### src/rtl/rscpm_pkg.sv
package rscpm_pkg;

   // Strap positions on the narrow port address bus
   localparam int ADDR_W          = 20;
   localparam int POS_ENDIAN      = 20;
   localparam int POS_BOOT_HI     = 19;
   localparam int POS_BOOT_LO     = 18;
   localparam int POS_WCLK_HI     = 17;
   localparam int POS_WCLK_LO     = 16;
   localparam int POS_NCLK_HI     = 15;
   localparam int POS_NCLK_LO     = 14;
   localparam int POS_AUTOINIT    = 13;
   localparam int POS_CELL_EN     = 11;

   // Field encodings
   typedef enum logic [1:0] {
      RSCPM_BOOT_NONE = 2'h0,
      RSCPM_BOOT_HOST = 2'h1,
      RSCPM_BOOT_ROM8 = 2'h2,
      RSCPM_BOOT_RSVD = 2'h3
   } rscpm_boot_t;

   typedef enum logic [1:0] {
      RSCPM_CLK_EXT  = 2'h0,
      RSCPM_CLK_DIV4 = 2'h1,
      RSCPM_CLK_DIV6 = 2'h2,
      RSCPM_CLK_RSVD = 2'h3
   } rscpm_clksel_t;

   // Captured configuration
   typedef struct packed {
      logic          little_endian;
      rscpm_boot_t   boot_mode;
      rscpm_clksel_t wide_port_clock_select;
      rscpm_clksel_t narrow_port_clock_select;
      logic          eeprom_autoinit;
      logic          cell_port_enable;
   } rscpm_cfg_t;

   // Documented default values of each field
   localparam logic          RST_LITTLE_ENDIAN = 1'h1;
   localparam rscpm_boot_t   RST_BOOT          = RSCPM_BOOT_ROM8;
   localparam rscpm_clksel_t RST_WCLK          = RSCPM_CLK_EXT;
   localparam rscpm_clksel_t RST_NCLK          = RSCPM_CLK_EXT;
   localparam logic          RST_AUTOINIT      = 1'h0;
   localparam logic          RST_CELL_EN       = 1'h0;
   localparam rscpm_cfg_t    RST_CFG = '{RST_LITTLE_ENDIAN, RST_BOOT, RST_WCLK, RST_NCLK,
                                         RST_AUTOINIT, RST_CELL_EN};

   // Serial port 2 pin bundle toward the pads
   typedef struct packed {
      logic ext_clock_out;
      logic ext_clock_oe;
      logic tx_clock_out;
      logic tx_clock_oe;
      logic tx_data_out;
      logic tx_data_oe;
      logic rx_clock_out;
      logic rx_clock_oe;
      logic rx_frame_sync_out;
      logic rx_frame_sync_oe;
      logic tx_frame_sync_out;
      logic tx_frame_sync_oe;
   } rscpm_sp2_pads_t;

   localparam rscpm_sp2_pads_t RST_PADS = '0;

endpackage : rscpm_pkg

### src/rtl/rscpm_top.sv
`timescale 1ns/1ps
// Functional notes
// - Address pins drive half-word addresses normally, act as strap inputs in reset.
// - Strap at bit 20 picks byte order: 0 big, 1 little (default).
// - Boot field: 00 none, 01 host port, 10 8-bit ROM (default), 11 reserved.
// - Wide port clock: 00 external (default), 01 core/4, 10 core/6, 11 reserved.
// - Narrow port clock: same encoding, own field at bits 15:14.
// - Strap bit 13: 0 no EEPROM auto-init (default), 1 request it.
// - Strap bit 11: 0 serial port one owns shared pins, 1 cell port.
// - Peripheral enables come from serial port 2 pin combined with PCI pin.
// - PCI=1 and sp2 enable=0 disables sp2 and ties off its receive clock and frame syncs.
// - Ext clock source pin is input only unless software makes it GPIO 8.
// - Transmit clock pin serves sp2, or drives PROM clock under PCI.
// - Receive data pin serves sp2, or takes PROM data out under PCI.
// - Transmit data pin serves sp2, or drives PROM data in under PCI.
module rscpm_top
   import rscpm_pkg::*;
(
   input  wire logic                  clk,
   input  wire logic                  srst,
   input  wire logic                  ce,
   // Narrow memory port address pads
   input  wire logic [ADDR_W:1]       narrow_port_address_pins_in,
   input  wire logic [ADDR_W:1]       narrow_addr_core,
   input  wire logic                  narrow_addr_core_oe,
   output logic      [ADDR_W:1]       narrow_port_address_pins_out,
   output logic                       narrow_port_address_pins_oe,
   // Mode pins
   input  wire logic                  pci_enable_pin,
   input  wire logic                  serial_port2_enable_pin,
   // Captured configuration
   output rscpm_cfg_t                 cfg,
   output logic                       serial_port2_active,
   output logic                       prom_link_active,
   // Software GPIO 8 control
   input  wire logic                  gpio8_select,
   input  wire logic                  gpio8_dir_out,
   input  wire logic                  gpio8_data_out,
   output logic                       gpio_line_eight_in,
   // Serial port 2 core side
   input  wire logic                  sp2_tx_clock_core,
   input  wire logic                  sp2_tx_clock_core_oe,
   input  wire logic                  sp2_tx_data_core,
   input  wire logic                  sp2_tx_data_core_oe,
   input  wire logic                  sp2_rx_clock_core,
   input  wire logic                  sp2_rx_clock_core_oe,
   input  wire logic                  sp2_rx_fs_core,
   input  wire logic                  sp2_rx_fs_core_oe,
   input  wire logic                  sp2_tx_fs_core,
   input  wire logic                  sp2_tx_fs_core_oe,
   output logic                       sp2_rx_data_core,
   output logic                       sp2_ext_clock_source_core,
   // PROM serial link core side
   input  wire logic                  prom_serial_clock,
   input  wire logic                  prom_serial_data_in,
   output logic                       prom_serial_data_out,
   // Serial port 2 pads
   input  wire logic                  sp2_ext_clock_source_pin,
   input  wire logic                  sp2_rx_data_pin,
   output rscpm_sp2_pads_t            sp2_pads
);

   ////////////////////////////////////////////////////////////////////////////
   // Pin synchronisers: two flops, only stage two is read
   logic [ADDR_W:1] strap_s1_reg;
   logic [ADDR_W:1] strap_s2_reg;
   logic [3:0]      pin_s1_reg;
   logic [3:0]      pin_s2_reg;
   logic [3:0]      pin_raw;

   assign pin_raw = {pci_enable_pin, serial_port2_enable_pin,
                     sp2_ext_clock_source_pin, sp2_rx_data_pin};

   always_ff @(posedge clk)
   begin
      if (ce)
      begin
         strap_s1_reg <= narrow_port_address_pins_in;
         strap_s2_reg <= strap_s1_reg;
         pin_s1_reg   <= pin_raw;
         pin_s2_reg   <= pin_s1_reg;
      end
   end

   logic pci_en_s;
   logic sp2_en_s;
   logic ext_clk_s;
   logic rx_data_s;
   assign {pci_en_s, sp2_en_s, ext_clk_s, rx_data_s} = pin_s2_reg;

   ////////////////////////////////////////////////////////////////////////////
   // Strap capture; tracks straps during reset, frozen after release
   rscpm_cfg_t cfg_reg;
   rscpm_cfg_t cfg_next;
   logic       in_reset_reg;

   always_comb
   begin
      cfg_next = cfg_reg;
      if (in_reset_reg)
      begin
         cfg_next.little_endian            = strap_s2_reg[POS_ENDIAN];
         cfg_next.boot_mode                = rscpm_boot_t'(
            strap_s2_reg[POS_BOOT_HI:POS_BOOT_LO]);
         cfg_next.wide_port_clock_select   = rscpm_clksel_t'(
            strap_s2_reg[POS_WCLK_HI:POS_WCLK_LO]);
         cfg_next.narrow_port_clock_select = rscpm_clksel_t'(
            strap_s2_reg[POS_NCLK_HI:POS_NCLK_LO]);
         cfg_next.eeprom_autoinit          = strap_s2_reg[POS_AUTOINIT];
         cfg_next.cell_port_enable         = strap_s2_reg[POS_CELL_EN];
      end
   end

   // In reset the last sampled straps win; afterwards hold
   always_ff @(posedge clk)
   begin
      if (ce)
      begin
         if (srst)
         begin
            in_reset_reg <= 1'h1;
            cfg_reg      <= srst ? cfg_next : RST_CFG;
         end
         else
         begin
            in_reset_reg <= 1'h0;
            cfg_reg      <= cfg_next;
         end
      end
   end

   assign cfg = cfg_reg;

   ////////////////////////////////////////////////////////////////////////////
   // Address pad direction: inputs during reset, core drives after
   logic [ADDR_W:1] addr_out_reg;
   logic            addr_oe_reg;
   logic [ADDR_W:1] addr_out_next;
   logic            addr_oe_next;

   always_comb
   begin
      addr_out_next = narrow_addr_core;
      addr_oe_next  = narrow_addr_core_oe & ~srst;
   end

   always_ff @(posedge clk)
   begin
      if (srst)
      begin
         addr_out_reg <= '0;
         addr_oe_reg  <= 1'h0;
      end
      else if (ce)
      begin
         addr_out_reg <= addr_out_next;
         addr_oe_reg  <= addr_oe_next;
      end
   end

   assign narrow_port_address_pins_out = addr_out_reg;
   assign narrow_port_address_pins_oe  = addr_oe_reg;

   ////////////////////////////////////////////////////////////////////////////
   // Serial port 2 pin multiplexing
   rscpm_sp2_pads_t pads_reg;
   rscpm_sp2_pads_t pads_next;
   logic            sp2_act_reg;
   logic            sp2_act_next;
   logic            prom_act_reg;
   logic            prom_act_next;
   logic            rx_core_reg;
   logic            rx_core_next;
   logic            ext_core_reg;
   logic            ext_core_next;
   logic            gp8_in_reg;
   logic            gp8_in_next;
   logic            prom_do_reg;
   logic            prom_do_next;

   always_comb
   begin
      // Joint decode of both pins, never one alone
      sp2_act_next  = ~(pci_en_s & ~sp2_en_s);
      prom_act_next = pci_en_s & ~sp2_en_s;
      pads_next     = RST_PADS;
      rx_core_next  = 1'h0;
      prom_do_next  = 1'h0;
      ext_core_next = 1'h0;
      gp8_in_next   = 1'h0;
      if (gpio8_select)
      begin
         pads_next.ext_clock_out = gpio8_data_out;
         pads_next.ext_clock_oe  = gpio8_dir_out;
         gp8_in_next             = ext_clk_s;
      end
      else
         ext_core_next = ext_clk_s;
      if (prom_act_next)
      begin
         // Receive clock and frame syncs tied off: never driven
         pads_next.tx_clock_out = prom_serial_clock;
         pads_next.tx_clock_oe  = 1'h1;
         pads_next.tx_data_out  = prom_serial_data_in;
         pads_next.tx_data_oe   = 1'h1;
         prom_do_next           = rx_data_s;
      end
      else
      begin
         pads_next.tx_clock_out      = sp2_tx_clock_core;
         pads_next.tx_clock_oe       = sp2_tx_clock_core_oe;
         pads_next.tx_data_out       = sp2_tx_data_core;
         pads_next.tx_data_oe        = sp2_tx_data_core_oe;
         pads_next.rx_clock_out      = sp2_rx_clock_core;
         pads_next.rx_clock_oe       = sp2_rx_clock_core_oe;
         pads_next.rx_frame_sync_out = sp2_rx_fs_core;
         pads_next.rx_frame_sync_oe  = sp2_rx_fs_core_oe;
         pads_next.tx_frame_sync_out = sp2_tx_fs_core;
         pads_next.tx_frame_sync_oe  = sp2_tx_fs_core_oe;
         rx_core_next                = rx_data_s;
      end
   end

   always_ff @(posedge clk)
   begin
      if (srst)
      begin
         pads_reg     <= RST_PADS;
         sp2_act_reg  <= 1'h0;
         prom_act_reg <= 1'h0;
         rx_core_reg  <= 1'h0;
         ext_core_reg <= 1'h0;
         gp8_in_reg   <= 1'h0;
         prom_do_reg  <= 1'h0;
      end
      else if (ce)
      begin
         pads_reg     <= pads_next;
         sp2_act_reg  <= sp2_act_next;
         prom_act_reg <= prom_act_next;
         rx_core_reg  <= rx_core_next;
         ext_core_reg <= ext_core_next;
         gp8_in_reg   <= gp8_in_next;
         prom_do_reg  <= prom_do_next;
      end
   end

   assign sp2_pads                  = pads_reg;
   assign serial_port2_active       = sp2_act_reg;
   assign prom_link_active          = prom_act_reg;
   assign sp2_rx_data_core          = rx_core_reg;
   assign sp2_ext_clock_source_core = ext_core_reg;
   assign gpio_line_eight_in        = gp8_in_reg;
   assign prom_serial_data_out      = prom_do_reg;

   ////////////////////////////////////////////////////////////////////////////
   // Checks
   AST_ADDR_HIZ_IN_RESET: assert property (@(posedge clk)
      srst |=> !narrow_port_address_pins_oe)
      else $error("address pads driven during reset");
   AST_CFG_HOLD: assert property (@(posedge clk) disable iff (srst)
      (!srst && !$past(srst) && ce) |=> $stable(cfg))
      else $error("configuration changed after reset");
   // Two reset edges of history first: the synchroniser holds nothing known before that
   AST_ENDIAN_CAPT: assert property (@(posedge clk)
      (srst && ce && $past(srst) && $past(srst, 2)) |=>
      cfg.little_endian == $past(strap_s2_reg[POS_ENDIAN]))
      else $error("byte order strap not captured");
   AST_BOOT_CAPT: assert property (@(posedge clk)
      (srst && ce && $past(srst) && $past(srst, 2)) |=>
      cfg.boot_mode == $past(strap_s2_reg[POS_BOOT_HI:POS_BOOT_LO]))
      else $error("boot field not captured");
   AST_WCLK_CAPT: assert property (@(posedge clk)
      (srst && ce && $past(srst) && $past(srst, 2)) |=>
      cfg.wide_port_clock_select == $past(strap_s2_reg[POS_WCLK_HI:POS_WCLK_LO]))
      else $error("wide clock select not captured");
   AST_NCLK_CAPT: assert property (@(posedge clk)
      (srst && ce && $past(srst) && $past(srst, 2)) |=>
      cfg.narrow_port_clock_select == $past(strap_s2_reg[POS_NCLK_HI:POS_NCLK_LO]))
      else $error("narrow clock select not captured");
   AST_AUTOINIT_CAPT: assert property (@(posedge clk)
      (srst && ce && $past(srst) && $past(srst, 2)) |=>
      cfg.eeprom_autoinit == $past(strap_s2_reg[POS_AUTOINIT]))
      else $error("auto-init strap not captured");
   AST_CELL_CAPT: assert property (@(posedge clk)
      (srst && ce && $past(srst) && $past(srst, 2)) |=>
      cfg.cell_port_enable == $past(strap_s2_reg[POS_CELL_EN]))
      else $error("cell port strap not captured");
   AST_SP2_DISABLE: assert property (@(posedge clk) disable iff (srst)
      (ce && pci_en_s && !sp2_en_s) |=> (!sp2_pads.rx_clock_oe && !sp2_pads.rx_frame_sync_oe
      && !sp2_pads.tx_frame_sync_oe && prom_link_active && !serial_port2_active))
      else $error("serial port 2 not tied off");
   AST_PROM_MUX: assert property (@(posedge clk) disable iff (srst)
      (ce && prom_act_next) |=> (sp2_pads.tx_clock_oe && sp2_pads.tx_data_oe
      && sp2_pads.tx_data_out == $past(prom_serial_data_in)))
      else $error("PROM link not routed");
   AST_EXT_INPUT_ONLY: assert property (@(posedge clk) disable iff (srst)
      (ce && !gpio8_select) |=> !sp2_pads.ext_clock_oe)
      else $error("ext clock pin driven without GPIO select");
   COV_PROM: cover property (@(posedge clk) prom_link_active);
   COV_GPIO: cover property (@(posedge clk) sp2_pads.ext_clock_oe);
   COV_RELEASE: cover property (@(posedge clk) $fell(srst));

endmodule : rscpm_top

### config.mk
export PLATFORM = sky130hd
export DESIGN_NAME = rscpm_top
export DESIGN_NICKNAME = d
export VERILOG_FILES = /design/src/rtl/rscpm_pkg.sv /design/src/rtl/rscpm_top.sv
export SDC_FILE = /design/constraint.sdc
export NUM_CORES = 1
export LEC_CHECK = 0
export ABC_AREA = 1
export ABC_CLOCK_PERIOD_IN_PS = 1150
export BUFFER_PORTS_ARGS = -buffer_cell sky130_fd_sc_hd__buf_2
export CORE_MARGIN = 10
export CORE_UTILIZATION = 45
export CTS_CLUSTER_SIZE = 12
export DETAILED_ROUTE_END_ITERATION = 8
export GPL_ROUTABILITY_DRIVEN = 1
export PLACE_DENSITY_LB_ADDON = 0.12
export SLEW_MARGIN = 10
export SYNTH_ARGS = -nofsm -noshare
export SYNTH_HDL_FRONTEND = slang
export SYNTH_SLANG_ARGS = --single-unit
export TNS_END_PERCENT = 20
### constraint.sdc
create_clock -name clk -period 1.15 [get_ports clk]
set_input_delay 0.0575 -clock clk [delete_from_list [all_inputs] [get_ports clk]]
set_output_delay 0.0575 -clock clk [all_outputs]
set_load 0.05 [all_outputs]
==> flow_metrics.tcl, run 1 <==
set metrics [dict create \
    status "finished, final reports clean" \
    hold_ws_ns 0.0210 \
    path_clk_slew_ns 0.07 \
    ys_top_cells_by_area "edfxtp_1, dfxtp_1, nor2_1" \
    ys_seq_area_share_pct 74.5 \
    die_height_um 94.5 \
    cp_max_fo 8 \
    endpoint_kind "flop" \
    clock_sinks 75 \
    critPathKind "flop to flop" \
    synth-seq-cells 75 \
    rsz0062_at_grt "yes" \
    cp_top_family "flip-flops" \
    nets 434 \
    fin_crit_ns 1.07 \
    place_congestion 0.724 \
    port_buffers 99 \
    yosys_warnings 0 \
    slowest_stage "edfxtp_1" \
    place_inst 388 \
    r2r_slack_ns 0.08 \
    finalMaxSlewViolations 0 \
    vias 2090 \
    fin_area_um2 3700 \
    syn_inst 218 \
    hold_viol 0 \
    cp_num_buf_inv 0 \
    power_density_nw_per_um2 1520 \
    grt_usage_pct 14.4 \
    finalCritPeriodShare_pct 93.1 \
    cts_buffer_depth 2 \
    vias_per_cell 4.67 \
    start_util_pct 45.9 \
    clock_latency_ns 0.33 \
    route.detailed.wl_per_inst_um 14.4 \
    pre_cts_ws_ns 0.0620 \
    drt_iter0_markers 104 \
    netlist-cell-type-count 16 \
    arrival_ns 1.34 \
    drt_pass1_iterations 4 \
    grt_pass1_vias 2044 \
    worst_slack_ns 0.0799 \
    syn_avg_cell_area_um2 11.5 \
    synth_fp_nets 281 \
    tns_ns 0 \
    cts_root_buffer "clkbuf_8" \
    area_growth_pct 48.3 \
    drive_gt1_share_pct 33.0 \
    grt_max_degree 21 \
    p_leak_nw 1.68 \
    fin_worst_skew_ns 0.00723 \
    reg2reg_from "pin_s2_reg[3]$_DFFE_PP_" \
    h-tree-depth 3 \
    stdcell_count 448 \
    grt_pass1_wl_mm 10.0 \
    cts_tree "built" \
    path_cells "a21oi_4, nand2_1, a21oi_2" \
    min_path_type "input pin to flop" \
    startpoint "pin_s2_reg[3]$_DFFE_PP_" \
    dpl_cell_area_um2 3100 \
    coreArea_um2 5440 \
    synthDominantCellAreaShare_pct 43.3 \
    numCtsBuffers 9 \
    diodes 0 \
    overflow 0 \
    cap_viol_max_count 0 \
    cpPeakStageDelay_ns 0.46 \
    relSlewSlack_pct 75.9 \
    syn_area_um2 2500 \
    rows 27 \
    antenna_found_initial 0 \
    cp_data_required_time_ns 1.42 \
    drt.antenna.violating_nets 0 \
    drcViolationCount 0 \
    die_w_um 94.5 \
    largest_reg_flops 20 \
    dp_hpwl_mm 4.31 \
    worstSetupStartpointType "flop" \
    worst_slew_pin_slew_ns 0.360 \
    yosys.area.top_type "edfxtp_1" \
    io_pins 111 \
    fp.dieArea_um2 8930 \
    fmax_ghz 0.934 \
    ir_worst_vdd_v 0.000982 \
    hp-start "gpio8_select" \
    final-setup-viol-count 0 \
    finalWirelength_mm 6.45 \
]
==> worst min-delay path: stages <==
cell and delay, ns:
buf_2 0.12, nand3_1 0.07, a21oi_1 0.05
==> stage by stage <==
stage	total power, mW	util (%)
CTS	5.68	68.0
detailed placement	3.91	57.1
floorplan	3.63	-
finish	5.62	68.1
global route	5.88	68.1
global placement	3.89	57.1
==> cells in the final DEF (no fill, tap or decap), types with 8 or more instances in the layout <==
cell type       n
nand2_1        26
buf_4           8
clkbuf_8        9
dlygate4sd3_1  44
a21oi_1        11
buf_2          99
o21ai_0        26
nor2_1         50
dfxtp_1        39
edfxtp_1       36
==> Yosys cell counts <==
master	n
nand4_1	2
dfxtp_1	39
buf_4	2
buf_6	1
nand3_1	7
buf_2	4
clkbuf_2	2
a21oi_1	12
edfxtp_1	36
a21oi_4	1
inv_1	8
inv_4	1
nor2_1	50
clkbuf_1	1
nand2_1	26
o21ai_0	26
==> power breakdown <==
| part | internal [mW] | switching [mW] |
|---|---|---|
| Sequential | 2.99 | 0.0609 |
| Combinational | 0.308 | 0.612 |
| Clock | 0.780 | 0.877 |
| Total | 4.07 | 1.55 |
==> cell families (layout without fill, tap and decap cells) <==
family	count (synthesis)	in the layout	share of synthesized area, %
simple gates	85	85	13.3
flops	75	75	74.5
buf+inv	19	177	3.86
compound gates	39	39	8.27
==> layout make-up <==
cell class,count,area [um2]
clock buffer,13,139
clock inverter,3,17.5
fill,442,1740
inverter,9,36.3
multi-input combinational,124,543
sequential,75,1860
tap,72,90.1
timing repair buffer,152,1020
==> per-layer routing <==
| metal | wire (um) | global-route usage [%] |
|---|---|---|
| met1 | 2570 | 16.4 |
| met2 | 3150 | 23.1 |
| met4 | 161 | 8.10 |
| met5 | 0 | 0 |
| met3 | 565 | 5.23 |
==> path summary, 6_finish.rpt <==
check                                to  cells after the start
max            sp2_pads[3]$_SDFFE_PP0P_                      3
min           sp2_pads[11]$_SDFFE_PP0P_                      3
max reg2reg    sp2_pads[3]$_SDFFE_PP0P_                      3
min reg2reg  strap_s2_reg[17]$_DFFE_PP_                      0
==> repair_timing <==
item                                   in CTS  in global routing
gates resized for setup                     0                  2
buffers inserted                            0                  0
hold buffers                               44                  0
endpoints found under the hold margin      44                  0
setup endpoints to repair                   0                  7
Power figures use the tool's default switching activity.
==> run 2: changes to the inputs <==
==> constraint.sdc (replaced) <==
create_clock -name clk -period 1.15 [get_ports clk]
set_input_delay 0.23 -clock clk [delete_from_list [all_inputs] [get_ports clk]]
set_output_delay 0.23 -clock clk [all_outputs]
set_load 0.05 [all_outputs]
==> run 2 against run 1 <==
Effect of this change: cell area decreased by 6.2%; first-iteration DRC count decreased by 13%; total power decreased by 0.61%; clock power about the same; global-route usage decreased by 1.5 points; worst setup slack got worse by 0.056 ns; clock-buffer cell count decreased by 4; sequential power about the same; hold slack improved by 0.045 ns.
==> flow_metrics.tcl, run 2 (same netlist as run 1, synthesis figures left out) <==
set metrics [dict create \
    place_inst 387 \
    start_util_pct 45.9 \
    fp.dieArea_um2 8930 \
    grt_max_degree 35 \
    hold_viol 0 \
    die_w_um 94.5 \
    finalWirelength_mm 5.78 \
    relSlewSlack_pct 82.2 \
    numCtsBuffers 9 \
    cts_tree "built" \
    critPathKind "flop to output port" \
    cp_max_fo 2 \
    min_path_type "input pin to flop" \
    rsz0062_at_grt "yes" \
    drcViolationCount 0 \
    cp_data_required_time_ns 0.92 \
    place_congestion 0.747 \
    worst_slew_pin_slew_ns 0.267 \
    final-setup-viol-count 0 \
    finalMaxSlewViolations 0 \
    stdcell_count 403 \
    layout_common_cells "buf_2, nor2_1, dfxtp_1" \
    finalCritPeriodShare_pct 98.0 \
    grt_pass1_wl_mm 8.87 \
    grt_usage_pct 12.9 \
    cts_root_buffer "clkbuf_8" \
    h-tree-depth 3 \
    vias 1853 \
    rows 27 \
    hp-start "narrow_port_address_pins_in[20]" \
    fin_crit_ns 1.13 \
    endpoint_kind "output port" \
    overflow 0 \
    coreArea_um2 5440 \
    fmax_ghz 0.888 \
    drt_iter0_markers 90 \
    multiInputGateArea_um2 544 \
    cap_viol_max_count 0 \
    io_pins 111 \
    grt_pass1_vias 1820 \
    holdPathEnd "strap_s1_reg[20]$_DFFE_PP_" \
    r2r-end "sp2_pads[4]$_SDFFE_PP0P_" \
    slowest_stage "dfxtp_1" \
    fillers 478 \
    clock_sinks 75 \
    regArea_um2 1860 \
    clock_latency_ns 0.33 \
    cpPeakStageDelay_ns 0.35 \
    arrival_ns 0.90 \
    final_common_cell "buf_2" \
    drive_gt1_share_pct 37.8 \
    holdPathStages 1 \
    port_buffers 99 \
    status "finished, final reports clean" \
    total_power_mw 5.59 \
    diodes 0 \
    hold_ws_ns 0.0660 \
    path_cells "buf_4" \
    path_clk_slew_ns 0.07 \
    route.detailed.wl_per_inst_um 14.3 \
    reg2reg_from "pin_s2_reg[3]$_DFFE_PP_" \
    antenna_found_initial 0 \
    drt_pass1_iterations 4 \
    ir_worst_vdd_v 0.00101 \
    power_density_nw_per_um2 1610 \
    die_height_um 94.5 \
    cp_top_family "flip-flops" \
    cp_num_buf_inv 1 \
    vias_per_cell 4.60 \
    nets 389 \
    drt.antenna.violating_nets 0 \
    fin_worst_skew_ns 0.00612 \
    dp_hpwl_mm 4.11 \
    worstSetupStartpointType "flop" \
    r2r_slack_ns 0.06 \
    area_growth_pct 39.1 \
    largest_reg_flops 20 \
    cts_buffer_depth 2 \
    post_cts_buffers 0 \
    rr_worst_depth 3 \
    p_leak_nw 1.53 \
]
## run 2: cell count changes in the layout (fill, tap and decap cells not counted), sizes merged
cell	previous run	this run
clkinv	2	5
clkbuf	13	9
buf	108	107
dlygate4sd3	44	0
clkinvlp	1	2
## run 2: metal layers
metal  part of all wire, %  vias to the layer above  wire (um)  global-route usage, %
met1                    40                      820       2290                   15.2
met2                    49                       74       2810                   19.7
met5                     0                        -          0                      0
met4                   1.6                        0         93                   6.98
met3                    10                       10        582                   5.39
li1                      -                      949          -                      -
## run 2: power by group
part	internal [mW]	leakage, nW	switching [mW]
Clock	0.749	0.0752	0.897
Combinational	0.299	0.783	0.587
Sequential	2.99	0.672	0.0713
Total	4.03	1.53	1.55
## run 2: cell type report
class                           instances  share of cell area (%)
Inverter                                9                    1.04
Tap cell                               72                    2.59
Timing Repair Buffer                  107                    22.5
Multi-Input combinational cell        124                    15.7
Clock inverter                          7                    1.01
Sequential cell                        75                    53.6
Clock buffer                            9                    3.57
## run 2: timing repair
item / CTS / global route
setup endpoints to repair: 48 / 22
resized for setup: 51 / 19
hold buffers: 0 / 0
pin swaps: 0 / 1
## run 2: through the flow
step	utilization (%)	TNS, ns	worst slack (ns)	instance area, um2
floorplan	-	0	0.0698	2500
finish	63.9	0	0.0235	3470
global route	63.9	-0.109	-0.0384	3470
CTS	62.7	-0.00404	-0.00404	3410
detailed placement	57.4	0	0.0490	3120
global placement	57.4	0	0.0500	3120
## run 2: worst max path at each step
| stage | start | endpoint | slack (ns) | cells past startpoint |
|---|---|---|---|---|
| global placement | ce | sp2_pads[6]$_SDFFE_PP0P_ | 0.05 | 5 |
| CTS | cfg[0]$_DFFE_PP_ | cfg[0] | -0.004 | 1 |
| detailed placement | ce | sp2_pads[8]$_SDFFE_PP0P_ | 0.05 | 5 |
| finish | sp2_pads[4]$_SDFFE_PP0P_ | sp2_pads[4] | 0.02 | 1 |
| global route | sp2_pads[4]$_SDFFE_PP0P_ | sp2_pads[4] | -0.04 | 1 |
| floorplan | ce | cfg[0]$_DFFE_PP_ | 0.07 | 4 |
==> run 3: changes to the inputs <==
--- a/config.mk
+++ b/config.mk
@@ -13,7 +13,7 @@
 export CTS_CLUSTER_SIZE = 12
 export DETAILED_ROUTE_END_ITERATION = 8
 export GPL_ROUTABILITY_DRIVEN = 1
-export PLACE_DENSITY_LB_ADDON = 0.12
+export PLACE_DENSITY = 0.81
 export SLEW_MARGIN = 10
 export SYNTH_ARGS = -nofsm -noshare
 export SYNTH_HDL_FRONTEND = slang
==> run 3 against run 2 <==
Effect of this change: the run now ends with negative setup slack left; sequential share of layout area rose by 0.71 points; register-to-register slack improved by 0.03 ns; clock power barely moved; cell count fell by 0.25%; utilization fell by 0.87 points; cell area fell by 1.4%; die area did not move; first-iteration DRC count fell by 40%; sequential power barely moved; critical path type unchanged; largest cell class unchanged; highest routed layer unchanged.
==> flow_metrics.tcl, run 3 (same netlist as run 1, synthesis figures left out) <==
set metrics [dict create \
    status "finished, violations left" \
    violations "negative setup slack" \
    arrival_ns 0.92 \
    hold_ws_ns 0.0717 \
    dp_hpwl_mm 4.20 \
    start_util_pct 45.9 \
    met1_usage_pct 14.8 \
    use_met3_pct 4.44 \
    fmax_ghz 0.866 \
    drive_gt1_share_pct 37.3 \
    numCtsBuffers 9 \
    clock_sinks 75 \
    largest_reg_flops 20 \
    finalMaxSlewViolations 0 \
    cp_num_buf_inv 1 \
    h-tree-depth 3 \
    hold_viol 0 \
    endpoint_kind "output port" \
    worst_slack_ns -0.00442 \
    route.detailed.wl_per_inst_um 14.6 \
    ir_worst_vdd_v 0.000994 \
    final_common_cell "buf_2" \
    grt_pass1_wl_mm 8.85 \
    critPathKind "flop to output port" \
    rows 27 \
    grt_usage_pct 12.6 \
    cp_max_fo 1 \
    antenna_found_initial 0 \
    diodes 0 \
    grt_pass1_vias 1806 \
    grt_max_degree 27 \
    busiest_layer "met2" \
    nets 388 \
    cap_viol_max_count 0 \
    io_pins 111 \
    multiInputGateArea_um2 543 \
    cp_top_family "flip-flops" \
    worstSetupStartpointType "flop" \
    cts_buffer_depth 2 \
    regArea_um2 1860 \
    power_density_nw_per_um2 1630 \
    path_clk_slew_ns 0.07 \
    port_buffers 99 \
    fp.dieArea_um2 8930 \
    area_growth_pct 37.2 \
    relSlewSlack_pct 78.4 \
    overflow 0 \
    coreArea_um2 5440 \
    die_height_um 94.5 \
    drt_pass1_iterations 5 \
    p_leak_nw 1.51 \
    cts_root_buffer "clkbuf_8" \
    cpPeakStageDelay_ns 0.42 \
    met2_usage_pct 19.6 \
    post_cts_buffers 0 \
    finalCritPeriodShare_pct 100 \
    final-setup-viol-count 1 \
    vias 1870 \
    slowest_stage "edfxtp_1" \
    r2r_slack_ns 0.09 \
    cp_data_required_time_ns 0.92 \
    fillers 446 \
    finalWirelength_mm 5.86 \
    worst_slew_pin_slew_ns 0.324 \
    layout_common_cells "buf_2, nor2_1, dfxtp_1" \
    cts_tree "built" \
    drt_iter0_markers 54 \
    total_power_mw 5.58 \
    place_congestion 0.771 \
    die_w_um 94.5 \
    min_path_type "input pin to flop" \
    fin_crit_ns 1.15 \
    drcViolationCount 0 \
    rsz0062_at_grt "yes" \
    vias_per_cell 4.65 \
    clock_latency_ns 0.33 \
    fin_worst_skew_ns 0.00484 \
    drt.antenna.violating_nets 0 \
    path_cells "buf_6" \
]
run 3: cell count changes in the layout (fill, tap and decap cells not counted), sizes merged:
cell,change
buf,-1
clkbuf,+1
clkinv,-1
run 3: final timing paths:
path,startpoint,endpoint,cells past startpoint
hold reg to reg,pin_s1_reg[2]$_DFFE_PP_,pin_s2_reg[2]$_DFFE_PP_,0
setup / recovery,cfg[8]$_DFFE_PP_,cfg[8],1
setup reg to reg,pin_s2_reg[3]$_DFFE_PP_,sp2_pads[6]$_SDFFE_PP0P_,4
hold / removal,sp2_rx_data_pin,pin_s1_reg[0]$_DFFE_PP_,1
run 3: cell type report:
type                            instances  share of cell area, %
Multi-Input combinational cell        124                   15.9
Timing Repair Buffer                  106                   21.4
Clock inverter                          6                  0.950
Inverter                                9                   1.06
Clock buffer                           10                   3.73
Tap cell                               72                   2.63
Sequential cell                        75                   54.3
run 3: routing by layer:
metal / vias up / routed length, um / part of all wire, %
met4: 0 / 51 / 0.87
met5: - / 0 / 0
li1: 948 / - / -
met2: 69 / 2890 / 49
met1: 849 / 2420 / 41
met3: 4 / 492 / 8.4
run 3: report_power, final:
group	internal, mW	leakage [nW]	switching [mW]	total (mW)
logic	0.282	0.766	0.585	0.867
clock network	0.761	0.0771	0.896	1.66
registers	2.99	0.672	0.0733	3.06
run 3: metrics by stage:
step,setup WS [ns],TNS [ns],utilization (%),std cells,area (um2)
final,-0.00442,-0.00442,63.0,402,3430
after global routing,-0.0413,-0.122,63.0,402,3430
after CTS,-0.00603,-0.00603,62.0,402,3370
after detailed placement,0.0741,0,56.8,386,3090
after global placement,0.102,0,56.8,386,3090
after floorplan,0.0698,0,-,218,2500
run 3: timing repair:
| item | in CTS | in global routing |
|---|---|---|
| pin swaps | 0 | 1 |
| resized for setup | 49 | 15 |
| endpoints found under the setup margin | 47 | 19 |
| hold buffers | 0 | 0 |
